### src/hw/fpr_defs.vh
// Shared constants for the flash power and reset mode controller.
`ifndef FPR_DEFS_VH
`define FPR_DEFS_VH

// ----------------------------------------------------------------------------
// Timing
// ----------------------------------------------------------------------------
`define FPR_CLK_PERIOD_PS 8000
`define FPR_RESET_PULSE_MIN_EMB_US 25
`define FPR_RESET_PULSE_MIN_READ_US 5
`define FPR_RESET_HIGH_TO_READ_NS 200
`define FPR_RESET_PULSE_MIN_EMB_CYC ((`FPR_RESET_PULSE_MIN_EMB_US * 1000000 + `FPR_CLK_PERIOD_PS - 1) / `FPR_CLK_PERIOD_PS)
`define FPR_RESET_PULSE_MIN_READ_CYC ((`FPR_RESET_PULSE_MIN_READ_US * 1000000 + `FPR_CLK_PERIOD_PS - 1) / `FPR_CLK_PERIOD_PS)
`define FPR_RESET_HIGH_TO_READ_CYC ((`FPR_RESET_HIGH_TO_READ_NS * 1000 + `FPR_CLK_PERIOD_PS - 1) / `FPR_CLK_PERIOD_PS)
`define FPR_SLEEP_IDLE_CYC 64

// ----------------------------------------------------------------------------
// Power states
// ----------------------------------------------------------------------------
`define FPR_ST_RESET 3'h0
`define FPR_ST_RECOVER 3'h1
`define FPR_ST_ACTIVE 3'h2
`define FPR_ST_STANDBY 3'h3
`define FPR_ST_SLEEP 3'h4

// ----------------------------------------------------------------------------
// Read regions
// ----------------------------------------------------------------------------
`define FPR_RG_ARRAY 3'h0
`define FPR_RG_SEC_LOCK 3'h1
`define FPR_RG_SECURED 3'h2
`define FPR_RG_CONFIG 3'h3
`define FPR_RG_IDENT 3'h4

`endif

### src/hw/fpr_sync.v
// Two-flop synchroniser bank for pins from outside the clock domain.
`timescale 1ns/10ps
module fpr_sync #(
   parameter WIDTH = 1
) (
   input wire clock_in,              // System clock.
   input wire srst_in,               // Synchronous reset, active high.
   input wire [WIDTH-1:0] async_in,  // Asynchronous pin levels.
   output wire [WIDTH-1:0] sync_out  // Synchronised levels.
);
   reg [WIDTH-1:0] meta_r;
   reg [WIDTH-1:0] sync_r;
   genvar i;
   generate
      for (i = 0; i < WIDTH; i = i + 1) begin : g_bit
         always @(posedge clock_in) begin
            if (srst_in) begin
               meta_r[i] <= 1'b1;
               sync_r[i] <= 1'b1;
            end else begin
               meta_r[i] <= async_in[i];
               sync_r[i] <= meta_r[i];
            end
         end
      end
   endgenerate
   assign sync_out = sync_r;
endmodule // fpr_sync

### src/hw/fpr_ctrl.v
// Power state, output enable and reset sequencing for a multiplexed-bus flash.
//
// Contract
// - Standby when reset pin and chip enable are high, unless embedded operation runs.
// - In standby, ignore write and output enable; float all data pins.
// - Enter automatic sleep by itself when address and clock stay stable.
// - Automatic sleep ignores chip enable, write enable and output enable; here chip enable high leaves sleep for standby.
// - During sleep, keep last output data latched and driven.
// - After sleep, new address gets data in normal access time, no wake delay.
// - Never enter automatic sleep while in burst read mode.
// - Output enable high floats the multiplexed address/data pins.
// - Output enable has no effect on the ready output.
// - Reset low at least 25 us during embedded operation, 5 us in reads.
// - After reset release, ready for reads; host waits 200 ns.
// - Software reset command leaves special regions and returns to array read.
`timescale 1ns/10ps
`include "fpr_defs.vh"
module fpr_ctrl #(
   parameter AW = 16,
   parameter DW = 16,
   parameter PULSE_EMB_CYC = `FPR_RESET_PULSE_MIN_EMB_CYC,
   parameter PULSE_READ_CYC = `FPR_RESET_PULSE_MIN_READ_CYC,
   parameter SLEEP_CYC = `FPR_SLEEP_IDLE_CYC
) (
   input wire clock_in,                 // Internal clock.
   input wire srst_in,                  // Synchronous reset, active high.
   input wire reset_n_in,               // Reset pin, active low.
   input wire ce_n_in,                  // Chip enable pin, active low.
   input wire we_n_in,                  // Write enable pin, active low.
   input wire oe_n_in,                  // Output enable pin, active low.
   input wire burst_clk_in,             // Burst clock pin.
   input wire [AW-1:0] addr_in,         // Latched address from bus front end.
   input wire [DW-1:0] array_data_in,   // Data from the array for addr_in.
   input wire embedded_busy_in,         // Program or erase in progress.
   input wire sync_mode_in,             // Burst read mode selected.
   input wire region_enter_in,          // Pulse: command enters a region.
   input wire [2:0] region_sel_in,      // Region being entered.
   input wire soft_reset_in,            // Pulse: software reset command decoded.
   output reg [DW-1:0] dq_out_out,      // Data driven on the bus.
   output reg dq_oe_out,                // Bus output enable, high drives.
   output reg rdy_out,                  // Ready indication.
   output reg [2:0] state_out,          // Power state.
   output reg [2:0] region_out,         // Current read region.
   output reg read_ok_out,              // Device accepts reads.
   output reg reset_abort_out,          // Pulse: embedded operation aborted.
   output reg we_gate_out               // Write strobe passed to command logic.
);

   // -------------------------------------------------------------------------
   // Pin synchronisation
   // -------------------------------------------------------------------------
   wire [4:0] pins_s;
   fpr_sync #(
      .WIDTH(5)
   ) u_sync (
      .clock_in(clock_in),
      .srst_in(srst_in),
      .async_in({reset_n_in, ce_n_in, we_n_in, oe_n_in, burst_clk_in}),
      .sync_out(pins_s)
   );
   wire rst_n_s = pins_s[4];
   wire ce_n_s = pins_s[3];
   wire we_n_s = pins_s[2];
   wire oe_n_s = pins_s[1];
   wire bclk_s = pins_s[0];

   // -------------------------------------------------------------------------
   // Activity detection
   // -------------------------------------------------------------------------
   // The clock pin is only sampled, so activity is any observed level change.
   reg bclk_d_r;
   reg [AW-1:0] addr_d_r;
   reg [15:0] idle_cnt_r;
   reg [15:0] idle_cnt_nxt;
   wire activity = (bclk_s != bclk_d_r) || (addr_in != addr_d_r);

   // -------------------------------------------------------------------------
   // Reset pulse measurement
   // -------------------------------------------------------------------------
   reg [31:0] low_cnt_r;
   reg emb_at_low_r;
   reg [7:0] rec_cnt_r;
   reg [2:0] state_r;
   reg [2:0] state_nxt;
   wire pulse_ok = emb_at_low_r ? (low_cnt_r >= PULSE_EMB_CYC) : (low_cnt_r >= PULSE_READ_CYC);

   always @(posedge clock_in) begin
      if (srst_in) begin
         bclk_d_r <= 1'b0;
         addr_d_r <= {AW{1'b0}};
         idle_cnt_r <= 16'h0000;
         low_cnt_r <= 32'h0000_0000;
         emb_at_low_r <= 1'b0;
         rec_cnt_r <= 8'h00;
      end else begin
         bclk_d_r <= bclk_s;
         addr_d_r <= addr_in;
         idle_cnt_r <= idle_cnt_nxt;
         if (!rst_n_s) begin
            if (low_cnt_r != 32'hFFFF_FFFF)
               low_cnt_r <= low_cnt_r + 32'h0000_0001;
            if (embedded_busy_in)
               emb_at_low_r <= 1'b1;
         end else begin
            // Cleared on every high cycle so that short pulses never add up to a valid one.
            // The state machine still sees the old count on the first high cycle.
            low_cnt_r <= 32'h0000_0000;
            emb_at_low_r <= 1'b0;
         end
         if (state_r == `FPR_ST_RECOVER)
            rec_cnt_r <= rec_cnt_r + 8'h01;
         else
            rec_cnt_r <= 8'h00;
      end
   end

   always @* begin
      idle_cnt_nxt = idle_cnt_r;
      if (activity || sync_mode_in || state_r != `FPR_ST_ACTIVE && state_r != `FPR_ST_SLEEP)
         idle_cnt_nxt = 16'h0000;
      else if (idle_cnt_r < SLEEP_CYC[15:0])
         idle_cnt_nxt = idle_cnt_r + 16'h0001;
   end

   // -------------------------------------------------------------------------
   // Power state machine
   // -------------------------------------------------------------------------
   always @* begin
      state_nxt = state_r;
      case (state_r)
         `FPR_ST_RESET: begin
            // A pulse shorter than the minimum is not honoured; the device stays held.
            if (rst_n_s && pulse_ok)
               state_nxt = `FPR_ST_RECOVER;
         end
         `FPR_ST_RECOVER: begin
            if (!rst_n_s)
               state_nxt = `FPR_ST_RESET;
            else if (rec_cnt_r >= `FPR_RESET_HIGH_TO_READ_CYC - 1)
               state_nxt = `FPR_ST_ACTIVE;
         end
         `FPR_ST_ACTIVE, `FPR_ST_STANDBY, `FPR_ST_SLEEP: begin
            if (!rst_n_s)
               state_nxt = `FPR_ST_RESET;
            else if (ce_n_s && !embedded_busy_in)
               state_nxt = `FPR_ST_STANDBY;
            else if (sync_mode_in || activity)
               state_nxt = `FPR_ST_ACTIVE;
            else if (idle_cnt_r >= SLEEP_CYC[15:0])
               state_nxt = `FPR_ST_SLEEP;
            else
               state_nxt = `FPR_ST_ACTIVE;
         end
         default: state_nxt = `FPR_ST_RESET;
      endcase
   end

   // -------------------------------------------------------------------------
   // Outputs and region tracking
   // -------------------------------------------------------------------------
   reg [DW-1:0] held_data_r;
   wire in_standby = (state_nxt == `FPR_ST_STANDBY);
   wire in_reset = (state_nxt == `FPR_ST_RESET) || (state_nxt == `FPR_ST_RECOVER);

   always @(posedge clock_in) begin
      if (srst_in) begin
         state_r <= `FPR_ST_RESET;
         state_out <= `FPR_ST_RESET;
         region_out <= `FPR_RG_ARRAY;
         held_data_r <= {DW{1'b0}};
         dq_out_out <= {DW{1'b0}};
         dq_oe_out <= 1'b0;
         rdy_out <= 1'b0;
         read_ok_out <= 1'b0;
         reset_abort_out <= 1'b0;
         we_gate_out <= 1'b0;
      end else begin
         state_r <= state_nxt;
         state_out <= state_nxt;
         reset_abort_out <= (state_r != `FPR_ST_RESET) && (state_nxt == `FPR_ST_RESET) && embedded_busy_in;
         if (in_reset || soft_reset_in)
            region_out <= `FPR_RG_ARRAY;
         else if (region_enter_in && !in_standby)
            region_out <= region_sel_in;
         // Sleep freezes the array read so the bus keeps the last word.
         if (state_nxt == `FPR_ST_ACTIVE)
            held_data_r <= array_data_in;
         if (state_nxt == `FPR_ST_ACTIVE)
            dq_out_out <= array_data_in;
         else
            dq_out_out <= held_data_r;
         dq_oe_out <= !in_standby && !in_reset && !oe_n_s;
         we_gate_out <= !in_standby && !in_reset && !we_n_s && !ce_n_s;
         rdy_out <= !in_reset;
         read_ok_out <= !in_reset;
      end
   end

endmodule // fpr_ctrl

### config.mk
export PLATFORM = sky130hd
export DESIGN_NAME = fpr_ctrl
export DESIGN_NICKNAME = d
export VERILOG_FILES = /design/src/hw/fpr_sync.v /design/src/hw/fpr_ctrl.v
export VERILOG_INCLUDE_DIRS = /design/src /design/src/hw
export SDC_FILE = /design/constraint.sdc
export NUM_CORES = 1
export LEC_CHECK = 0
export CORE_MARGIN = 5
export CORE_UTILIZATION = 51
export DETAILED_ROUTE_END_ITERATION = 6
export DONT_BUFFER_PORTS = 1
export PLACE_DENSITY = 0.66
export SYNTH_ARGS = -nofsm -noshare
export SYNTH_HDL_FRONTEND = slang
export SYNTH_HIERARCHICAL = 1
export SYNTH_SLANG_ARGS = --single-unit
export TNS_END_PERCENT = 50
### constraint.sdc
create_clock -name clock_in -period 2.4 [get_ports clock_in]
set_input_delay 0.12 -clock clock_in [delete_from_list [all_inputs] [get_ports clock_in]]
set_output_delay 0.12 -clock clock_in [all_outputs]
set_load 0.03 [all_outputs]
==> flow_metrics.py, run 1 <==
metrics = {
    "critical_path": {
        "cpLargestDelayFamily": "simple AND/OR/NAND/NOR gates",
        "cp_data_required_time_ns": 2.71,
        "cp_max_fo": 7,
        "worst_setup_path_start_kind": "register",
        "crit_chain": "xor2_1, nor4_1, nand3_1, or4b_4, or4_4, a21oi_2",
        "crit_arrival_ns": 2.62,
        "criticalPathCategory": "reg -> reg",
        "critPathMaxStageDelay_ns": 0.58,
        "crit_path_end_kind": "register",
        "worst_path_max_delay_cell": "or4_4",
        "critPathBufInv": 0,
    },
    "clocking": {
        "worstSkewPairLatency_ns": 0.39,
        "clkTransAtPathRegs_ns": 0.13,
        "htreeDepth": 3,
        "clock-root-buffer": "clkbuf_8",
        "cts.sinks": 110,
        "clk_path_buf_depth": 2,
        "numCtsBuffers": 9,
        "postCtsSetupRepairBufs": 0,
        "cts_tree": "yes",
    },
    "detailed_routing": {
        "drc": 0,
        "dr.first_iter.drc_count": 244,
        "finalWirelength_um": 10140,
        "vias": 3601,
        "drt-wirelength-per-cell_um": 14.99,
        "drtPass1Iterations": 5,
        "ant_nets": 0,
        "vias_per_cell": 5.327,
    },
    "floorplanning": {
        "ioPinCount": 73,
        "core_area_um2": 9153,
        "dieWidth_um": 106.3,
        "die_h_um": 106.3,
        "start_util": 0.5162,
        "rows": 35,
        "die_area_um2": 11290,
    },
    "synthesis": {
        "yosysUniqueCellTypes": 46,
        "synth_nets": 561,
        "yosys.area.top_type_share": 0.4661,
        "syn-cell-area_um2": 4725,
        "synth_seq_area_share": 0.4661,
        "synth_cells": 508,
        "synth.most_common_cell": "dfxtp_1",
        "synth_ff_type": "dfxtp_1",
        "synthTopCellsByCount": "dfxtp_1 (110), nor2_1 (45), xor2_1 (39)",
        "async_reset_ff_frac": 0,
        "yosysWarnings": 6,
        "synth-edff-count": 0,
        "syn_area_per_cell_um2": 9.300,
        "synth_top_cells_by_area": "dfxtp_1 (47%), xor2_1 (7.2%), nand2b_1 (4.8%)",
        "synth_seq_cells": 110,
        "yosys.area.top_type": "dfxtp_1",
    },
    "power": {
        "pwr-share-comb": 0.047,
        "p_per_area_nw_per_um2": 574.9,
        "p_seq_frac": 0.574,
        "p_int_mw": 2.464,
        "p_sw_frac": 0.2390,
        "ir_drop_uv": 424.3,
        "finalPower_mw": 3.237,
        "power_frac_clock": 0.379,
        "switchingPower_mw": 0.7738,
        "power_leakage_nw": 1.954,
    },
    "global_routing": {
        "grt_overflow": 0,
        "grt_pass1_vias": 3477,
        "grt_max_degree": 67,
        "grt_pass1_wl_um": 16880,
        "grtUsageTotal": 0.1835,
        "antenna_found_initial": 0,
    },
    "layout": {
        "syn_to_final_growth_pct": 19.20,
        "fin_cells": 676,
        "antenna_cells": 0,
        "drive_gt1_frac": 0.08496,
        "fin_nets": 613,
        "multi_input_area_um2": 2435,
        "finalInstanceArea_um2": 5632,
        "fin_util": 0.6153,
        "fillers": 755,
        "ff_latch_area_um2": 2202,
    },
    "place": {
        "io_buffers": 0,
        "dpl.hpwl_um": 6481,
        "placed_area_um2": 4891,
        "gp_congestion": 0.7879,
        "pre_cts_ws_ns": -0.1093,
        "dp_cells": 613,
    },
    "timing": {
        "whs_ns": 0.03977,
        "fin_ws_ns": 0.09178,
        "hold_viol_final": 0,
        "fmaxAchievable_ghz": 0.4332,
        "max_slew.worst_pin.slew_ns": 0.5914,
        "fin_skew_ns": 0.02085,
        "relSlewSlack": 0.6052,
        "min_period_over_period": 0.9618,
        "grt_setup_unrepaired": "false",
        "post-route-min-period_ns": 2.308,
        "maxSlewViolCount": 0,
        "tns_ns": 0,
        "setup_viol": 0,
    },
    "run": {
        "maxCapViolCount": 0,
    },
    "status": {
        "status": "completed",
    },
    "hold_path": {
        "hold_path.class": "in -> reg",
    },
}
-- logic make-up after synthesis --
| family | Yosys count | synth area share |
|---|---|---|
| AND/OR/NAND/NOR | 257 | 0.3043 |
| flip-flops | 110 | 0.4661 |
| XOR/XNOR | 53 | 0.09825 |
| AO/OA/AOI/OAI | 33 | 0.04635 |
| buffers and inverters | 29 | 0.02622 |
| multiplexers | 19 | 0.04025 |
| adder cells (fa/ha/maj) | 7 | 0.01854 |
-- power groups by stage --
| stage | sequential, mW | combinational, mW | clock (mW) |
|---|---|---|---|
| floorplan | 1.90 | 0.0701 | 0 |
| global placement | 1.90 | 0.0681 | 0 |
| detailed placement | 1.90 | 0.0711 | 0 |
| finish | 1.86 | 0.152 | 1.23 |
| CTS | 1.86 | 0.144 | 1.26 |
| global route | 1.86 | 0.167 | 1.33 |
-- repair_timing --
action / 4_1_cts / 5_1_grt
gates resized for setup: 1 / 6
hold endpoints to repair: 59 / 0
hold buffers: 47 / 0
endpoints found under the setup margin: 7 / 26
-- metal layers --
layer	track usage	wire [um]	vias up
met5	0	0	-
met4	0.06568	161	0
met3	0.04007	405	12
met2	0.2796	4715	72
met1	0.2553	4853	1678
li1	-	-	1839
-- final timing paths --
check	start	to	slack [ns]	depth (start not counted)
max	addr_d_r[14]$_SDFF_PP0_	idle_cnt_r[1]$_SDFFE_PP0P_	0.09	6
min reg2reg	u_sync/sync_out[1]$_SDFF_PP1_	dq_oe_out$_SDFF_PP0_	0.40	1
max reg2reg	addr_d_r[14]$_SDFF_PP0_	idle_cnt_r[1]$_SDFFE_PP0P_	0.09	6
min	srst_in	addr_d_r[3]$_SDFF_PP0_	0.04	2
-- worst register-to-register path, delay by kind of cell (launching register included) --
family           cells  cell delay (ns)
AND/OR/NAND/NOR      4             1.62
AO/OA/AOI/OAI        1             0.13
flip-flops           1             0.33
XOR/XNOR             1             0.15
-- registers in the layout, indices dropped and copies added (netlist names), 3 cells and up --
| name | flops |
|---|---|
| state_r | 3 |
| idle_cnt_r | 16 |
| u_sync/sync_out | 5 |
| u_sync/meta_r | 5 |
| region_out | 3 |
| held_data_r | 16 |
| rec_cnt_r | 8 |
| addr_d_r | 16 |
| low_cnt_r | 32 |
-- cell type report --
type / instances / area share
timing repair buffer: 61 / 0.1062
multi-input combinational: 369 / 0.4323
inverter: 9 / 0.005999
clock buffer: 9 / 0.02200
tap: 111 / 0.02466
sequential: 110 / 0.3910
clock inverter: 7 / 0.01777
-- cells in the final DEF (no fill, tap or decap), types with 2 or more instances in the layout --
master         instances
inv_1                  9
buf_12                 2
nor3b_1                3
nor4_1                14
or2_1                 12
o21ai_0                8
o211ai_1               2
nor3_1                12
nor4_2                 3
nand4_1               15
dfxtp_1              110
dlygate4sd3_1         46
o21ai_1                2
xor2_1                39
mux2i_1               19
nand3_1               22
or3_1                  5
ha_1                   7
buf_4                 13
nand2_1               28
inv_8                  4
nor2_2                 6
and3_1                 7
a31oi_1                3
and2_1                12
nand2b_1              36
nor2b_1               19
nor4b_1                4
xnor2_1               14
clkbuf_8               9
nor2_1                45
and4_1                 6
a21oi_1                8
Power figures use the tool's default switching activity.
==> run 2: changes to the inputs <==
--- a/config.mk
+++ b/config.mk
@@ -11,6 +11,7 @@
 export DETAILED_ROUTE_END_ITERATION = 6
 export DONT_BUFFER_PORTS = 1
 export PLACE_DENSITY = 0.66
+export SETUP_SLACK_MARGIN = 0.5
 export SYNTH_ARGS = -nofsm -noshare
 export SYNTH_HDL_FRONTEND = slang
 export SYNTH_HIERARCHICAL = 1
==> flow_metrics.py, run 2 (synthesis gave the netlist of run 1 again) <==
metrics = {
    "status": {
        "status": "completed",
    },
    "critical_path": {
        "rr_worst_depth": 6,
        "cp_data_required_time_ns": 2.71,
        "worst-r2r-setup-slack_ns": 0.12,
        "worst_setup_path_start_kind": "register",
        "crit_arrival_ns": 2.59,
        "crit_path_end_kind": "register",
        "criticalPathCategory": "reg -> reg",
        "cp_max_fo": 7,
    },
    "floorplanning": {
        "die_h_um": 106.3,
        "ioPinCount": 73,
        "start_util": 0.5162,
        "die_area_um2": 11290,
        "dieWidth_um": 106.3,
        "core_area_um2": 9153,
        "rows": 35,
    },
    "layout": {
        "largest_reg_flops": 32,
        "regMostFlops": "low_cnt_r",
        "most-common-layout-cells": "dfxtp_1 (97), nor2_1 (44), dlygate4sd3_1 (43), xor2_1 (38), nand2b_1 (36)",
        "drive_gt1_frac": 0.1649,
        "layout_commonest_cell": "dfxtp_1",
        "antenna_cells": 0,
        "syn_to_final_growth_pct": 24.79,
        "fillers": 758,
        "fin_nets": 624,
    },
    "global_routing": {
        "grt_pass1_vias": 3601,
        "antenna_found_initial": 0,
        "grt_pass1_wl_um": 17270,
        "grt_max_degree": 66,
        "grtUsageTotal": 0.1853,
        "grt_overflow": 0,
    },
    "clocking": {
        "clk_path_buf_depth": 2,
        "cts_tree": "yes",
        "clock-root-buffer": "clkbuf_8",
        "htreeDepth": 3,
        "clkTransAtPathRegs_ns": 0.10,
        "cts.sinks": 110,
        "numCtsBuffers": 9,
        "worstSkewPairLatency_ns": 0.36,
    },
    "detailed_routing": {
        "dr.first_iter.drc_count": 196,
        "drt-wirelength-per-cell_um": 14.86,
        "ant_nets": 0,
        "vias_per_cell": 5.256,
        "vias": 3611,
        "finalWirelength_um": 10210,
        "drtPass1Iterations": 5,
        "drc": 0,
    },
    "run": {
        "maxCapViolCount": 0,
    },
    "timing": {
        "tns_ns": 0,
        "setup_viol": 0,
        "maxSlewViolCount": 0,
        "relSlewSlack": 0.6000,
        "grt_setup_unrepaired": "true",
        "min_period_over_period": 0.9502,
        "fmaxAchievable_ghz": 0.4385,
        "whs_ns": 0.02060,
        "hold_viol_final": 0,
        "fin_skew_ns": 0.01003,
        "max_slew.worst_pin.slew_ns": 0.5999,
        "post-route-min-period_ns": 2.281,
    },
    "place": {
        "dpl.hpwl_um": 6659,
        "io_buffers": 0,
        "gp_congestion": 0.8358,
    },
    "power": {
        "ir_drop_uv": 424.2,
        "p_per_area_nw_per_um2": 539.5,
        "power_leakage_nw": 2.058,
    },
    "hold_path": {
        "min_path_cells": 3,
        "hold_path.class": "in -> reg",
    },
}
run 2: through the flow:
step	cells	setup slack (ns)	power, mW	util	cell area [um2]
after floorplan	508	0.2571	1.967	-	4783
final	687	0.1195	3.181	0.6442	5896
after global routing	687	0.02367	3.308	0.6442	5896
after global placement	612	0.1526	1.967	0.5373	4917
after CTS	683	0.1305	3.203	0.6323	5787
after detailed placement	612	0.1161	1.970	0.5373	4917
run 2: area by class of cell:
cell class                 instances  area [um2]  share of cell area
clock buffer                      10       137.6             0.02334
timing repair buffer              72       700.7              0.1188
inverter                           9       36.28            0.006155
clock inverter                     6       75.07             0.01273
sequential                       110        2223              0.3771
multi-input combinational        369        2584              0.4382
tap                              111       138.9             0.02356
run 2: what timing repair did:
action,4_1_cts,5_1_grt
pin swaps,11,11
setup endpoints to repair,49,70
cloned,1,0
buffers inserted,10,4
resized for setup,27,19
endpoints found under the hold margin,59,0
hold buffers,44,0
run 2: worst paths after layout:
path                                      to                           from
setup / recovery  idle_cnt_r[1]$_SDFFE_PP0P_         addr_d_r[8]$_SDFF_PP0_
setup reg to reg  idle_cnt_r[1]$_SDFFE_PP0P_         addr_d_r[8]$_SDFF_PP0_
hold / removal    region_out[1]$_SDFFE_PP0P_                        srst_in
hold reg to reg         dq_oe_out$_SDFF_PP0_  u_sync/sync_out[1]$_SDFF_PP1_
run 2: critical path, stage by stage (launching register included):
cell and delay, ns:
dfxtp_2 0.34, xor2_2 0.14, nor4_2 0.27, nand3_1 0.15
or4b_4 0.58, or4_4 0.63, a21oi_2 0.12
run 2: layer usage:
layer / vias to the layer above / global-route usage / wire (um)
met1: 1698 / 0.2359 / 4592
met4: 0 / 0.04903 / 119
met3: 10 / 0.04250 / 361
li1: 1856 / - / -
met5: - / 0 / 0
met2: 47 / 0.3158 / 5135
run 2: power breakdown:
group	internal [mW]	leakage, nW	total, mW	switching [mW]
clock	0.528	0.105	1.17	0.640
combinational	0.0977	1.05	0.155	0.0572
sequential	1.85	0.899	1.86	0.0112
total	2.47	2.06	3.18	0.708
==> run 3: changes to the inputs <==
--- a/config.mk
+++ b/config.mk
@@ -6,7 +6,7 @@
 export SDC_FILE = /design/constraint.sdc
 export NUM_CORES = 1
 export LEC_CHECK = 0
-export CORE_MARGIN = 5
+export CORE_MARGIN = 2
 export CORE_UTILIZATION = 51
 export DETAILED_ROUTE_END_ITERATION = 6
 export DONT_BUFFER_PORTS = 1
==> flow_metrics.py, run 3 (synthesis gave the netlist of run 1 again) <==
metrics = {
    "power": {
        "ir_drop_uv": 372.9,
        "power_leakage_nw": 2.024,
        "p_per_area_nw_per_um2": 530.1,
    },
    "timing": {
        "setup_viol": 0,
        "fin_skew_ns": 0.007276,
        "whs_ns": 0.04505,
        "fin_ws_ns": 0.1331,
        "maxSlewViolCount": 0,
        "fmaxAchievable_ghz": 0.4411,
        "hold_viol_final": 0,
        "min_period_over_period": 0.9445,
        "tns_ns": 0,
        "relSlewSlack": 0.5369,
        "post-route-min-period_ns": 2.267,
        "max_slew.worst_pin.slew_ns": 0.6946,
        "grt_setup_unrepaired": "true",
    },
    "layout": {
        "regMostFlops": "low_cnt_r",
        "layout_commonest_cell": "dfxtp_1",
        "fillers": 741,
        "most-common-layout-cells": "dfxtp_1 (102), nor2_1 (45), dlygate4sd3_1 (41), xor2_1 (39), nand2b_1 (36)",
        "drive_gt1_frac": 0.1416,
        "finalInstanceArea_um2": 5797,
        "syn_to_final_growth_pct": 22.70,
        "largest_reg_flops": 32,
        "fin_nets": 620,
        "antenna_cells": 0,
        "fin_util": 0.6364,
    },
    "floorplanning": {
        "die_h_um": 100.3,
        "start_util": 0.5187,
        "ioPinCount": 73,
        "core_area_um2": 9109,
        "dieWidth_um": 100.3,
        "rows": 35,
        "die_area_um2": 10050,
    },
    "global_routing": {
        "grt_pass1_wl_um": 16380,
        "grtUsageTotal": 0.2032,
        "grt_pass1_vias": 3585,
        "grt_max_degree": 66,
        "antenna_found_initial": 0,
        "grt_overflow": 0,
    },
    "detailed_routing": {
        "ant_nets": 0,
        "drt-wirelength-per-cell_um": 14.80,
        "drtPass1Iterations": 4,
        "dr.first_iter.drc_count": 106,
        "finalWirelength_um": 10110,
        "vias": 3632,
        "drc": 0,
        "vias_per_cell": 5.318,
    },
    "place": {
        "io_buffers": 0,
        "gp_congestion": 0.8523,
        "placed_area_um2": 4925,
        "pre_cts_ws_ns": 0.09023,
        "dpl.hpwl_um": 6407,
    },
    "critical_path": {
        "crit_arrival_ns": 2.58,
        "worst-r2r-setup-slack_ns": 0.13,
        "worst_path_max_delay_cell": "or4_4",
        "critPathMaxStageDelay_ns": 0.58,
        "cp_data_required_time_ns": 2.71,
        "cp_max_fo": 7,
        "crit_path_end_kind": "register",
        "worst_setup_path_start_kind": "register",
        "criticalPathCategory": "reg -> reg",
        "crit_chain": "xor2_1, nor4_1, nand3_1, or4b_4, or4_4, a21oi_2",
    },
    "clocking": {
        "cts.sinks": 110,
        "clk_path_buf_depth": 2,
        "clkTransAtPathRegs_ns": 0.10,
        "clock-root-buffer": "clkbuf_8",
        "cts_tree": "yes",
        "htreeDepth": 3,
        "numCtsBuffers": 9,
        "worstSkewPairLatency_ns": 0.36,
    },
    "run": {
        "maxCapViolCount": 0,
    },
    "status": {
        "status": "completed",
    },
    "hold_path": {
        "hold_path.class": "in -> reg",
    },
}
[run 3: worst paths after layout]
check,from,to,cells after the start
worst max-delay path,addr_d_r[6]$_SDFF_PP0_,idle_cnt_r[1]$_SDFFE_PP0P_,6
worst min-delay path,sync_mode_in,state_r[2]$_SDFF_PP0_,3
worst max register to register,addr_d_r[6]$_SDFF_PP0_,idle_cnt_r[1]$_SDFFE_PP0P_,6
worst min register to register,u_sync/sync_out[2]$_SDFF_PP1_,we_gate_out$_SDFF_PP0_,1
[run 3: layout make-up]
class | count | area (um2) | share of cell area
clock buffer | 10 | 137.6 | 0.02374
multi-input combinational | 369 | 2541 | 0.4384
sequential | 110 | 2217 | 0.3825
tap | 111 | 138.9 | 0.02396
inverter | 9 | 36.28 | 0.006259
timing repair buffer | 68 | 670.6 | 0.1157
clock inverter | 6 | 55.05 | 0.009497
[run 3: worst max-delay path, delay by kind of cell, from the launching register on]
kind / cells / cell delay (ns)
simple gates: 4 / 1.58
flops: 1 / 0.33
xor+xnor: 1 / 0.17
compound gates: 1 / 0.13
[run 3: layer usage]
metal	track usage	vias up	wire length [um]
li1	-	1844	-
met1	0.2531	1685	4391
met2	0.3402	83	4977
met3	0.05710	20	528
met4	0.06639	0	208
met5	0	-	0
[run 3: repair_timing]
action	in CTS	in global routing
pin swaps	8	15
hold buffers	42	0
gates cloned	1	1
setup endpoints to repair	53	70
endpoints found under the hold margin	61	0
setup buffers	5	5
resized for setup	12	25
[run 3: metrics by stage]
stage          total power [mW]  instances
6_report                  3.073        683
5_1_grt                   3.188        683
4_1_cts                   3.115        677
3_5_place_dp              1.970        613
3_3_place_gp              1.967        613
2_1_floorplan             1.967        508
[run 3: where the power goes]
part	switching, mW	internal (mW)	leakage, nW
clock network	0.640	0.424	0.0925
registers	0.0109	1.85	0.897
logic	0.0580	0.0940	1.03
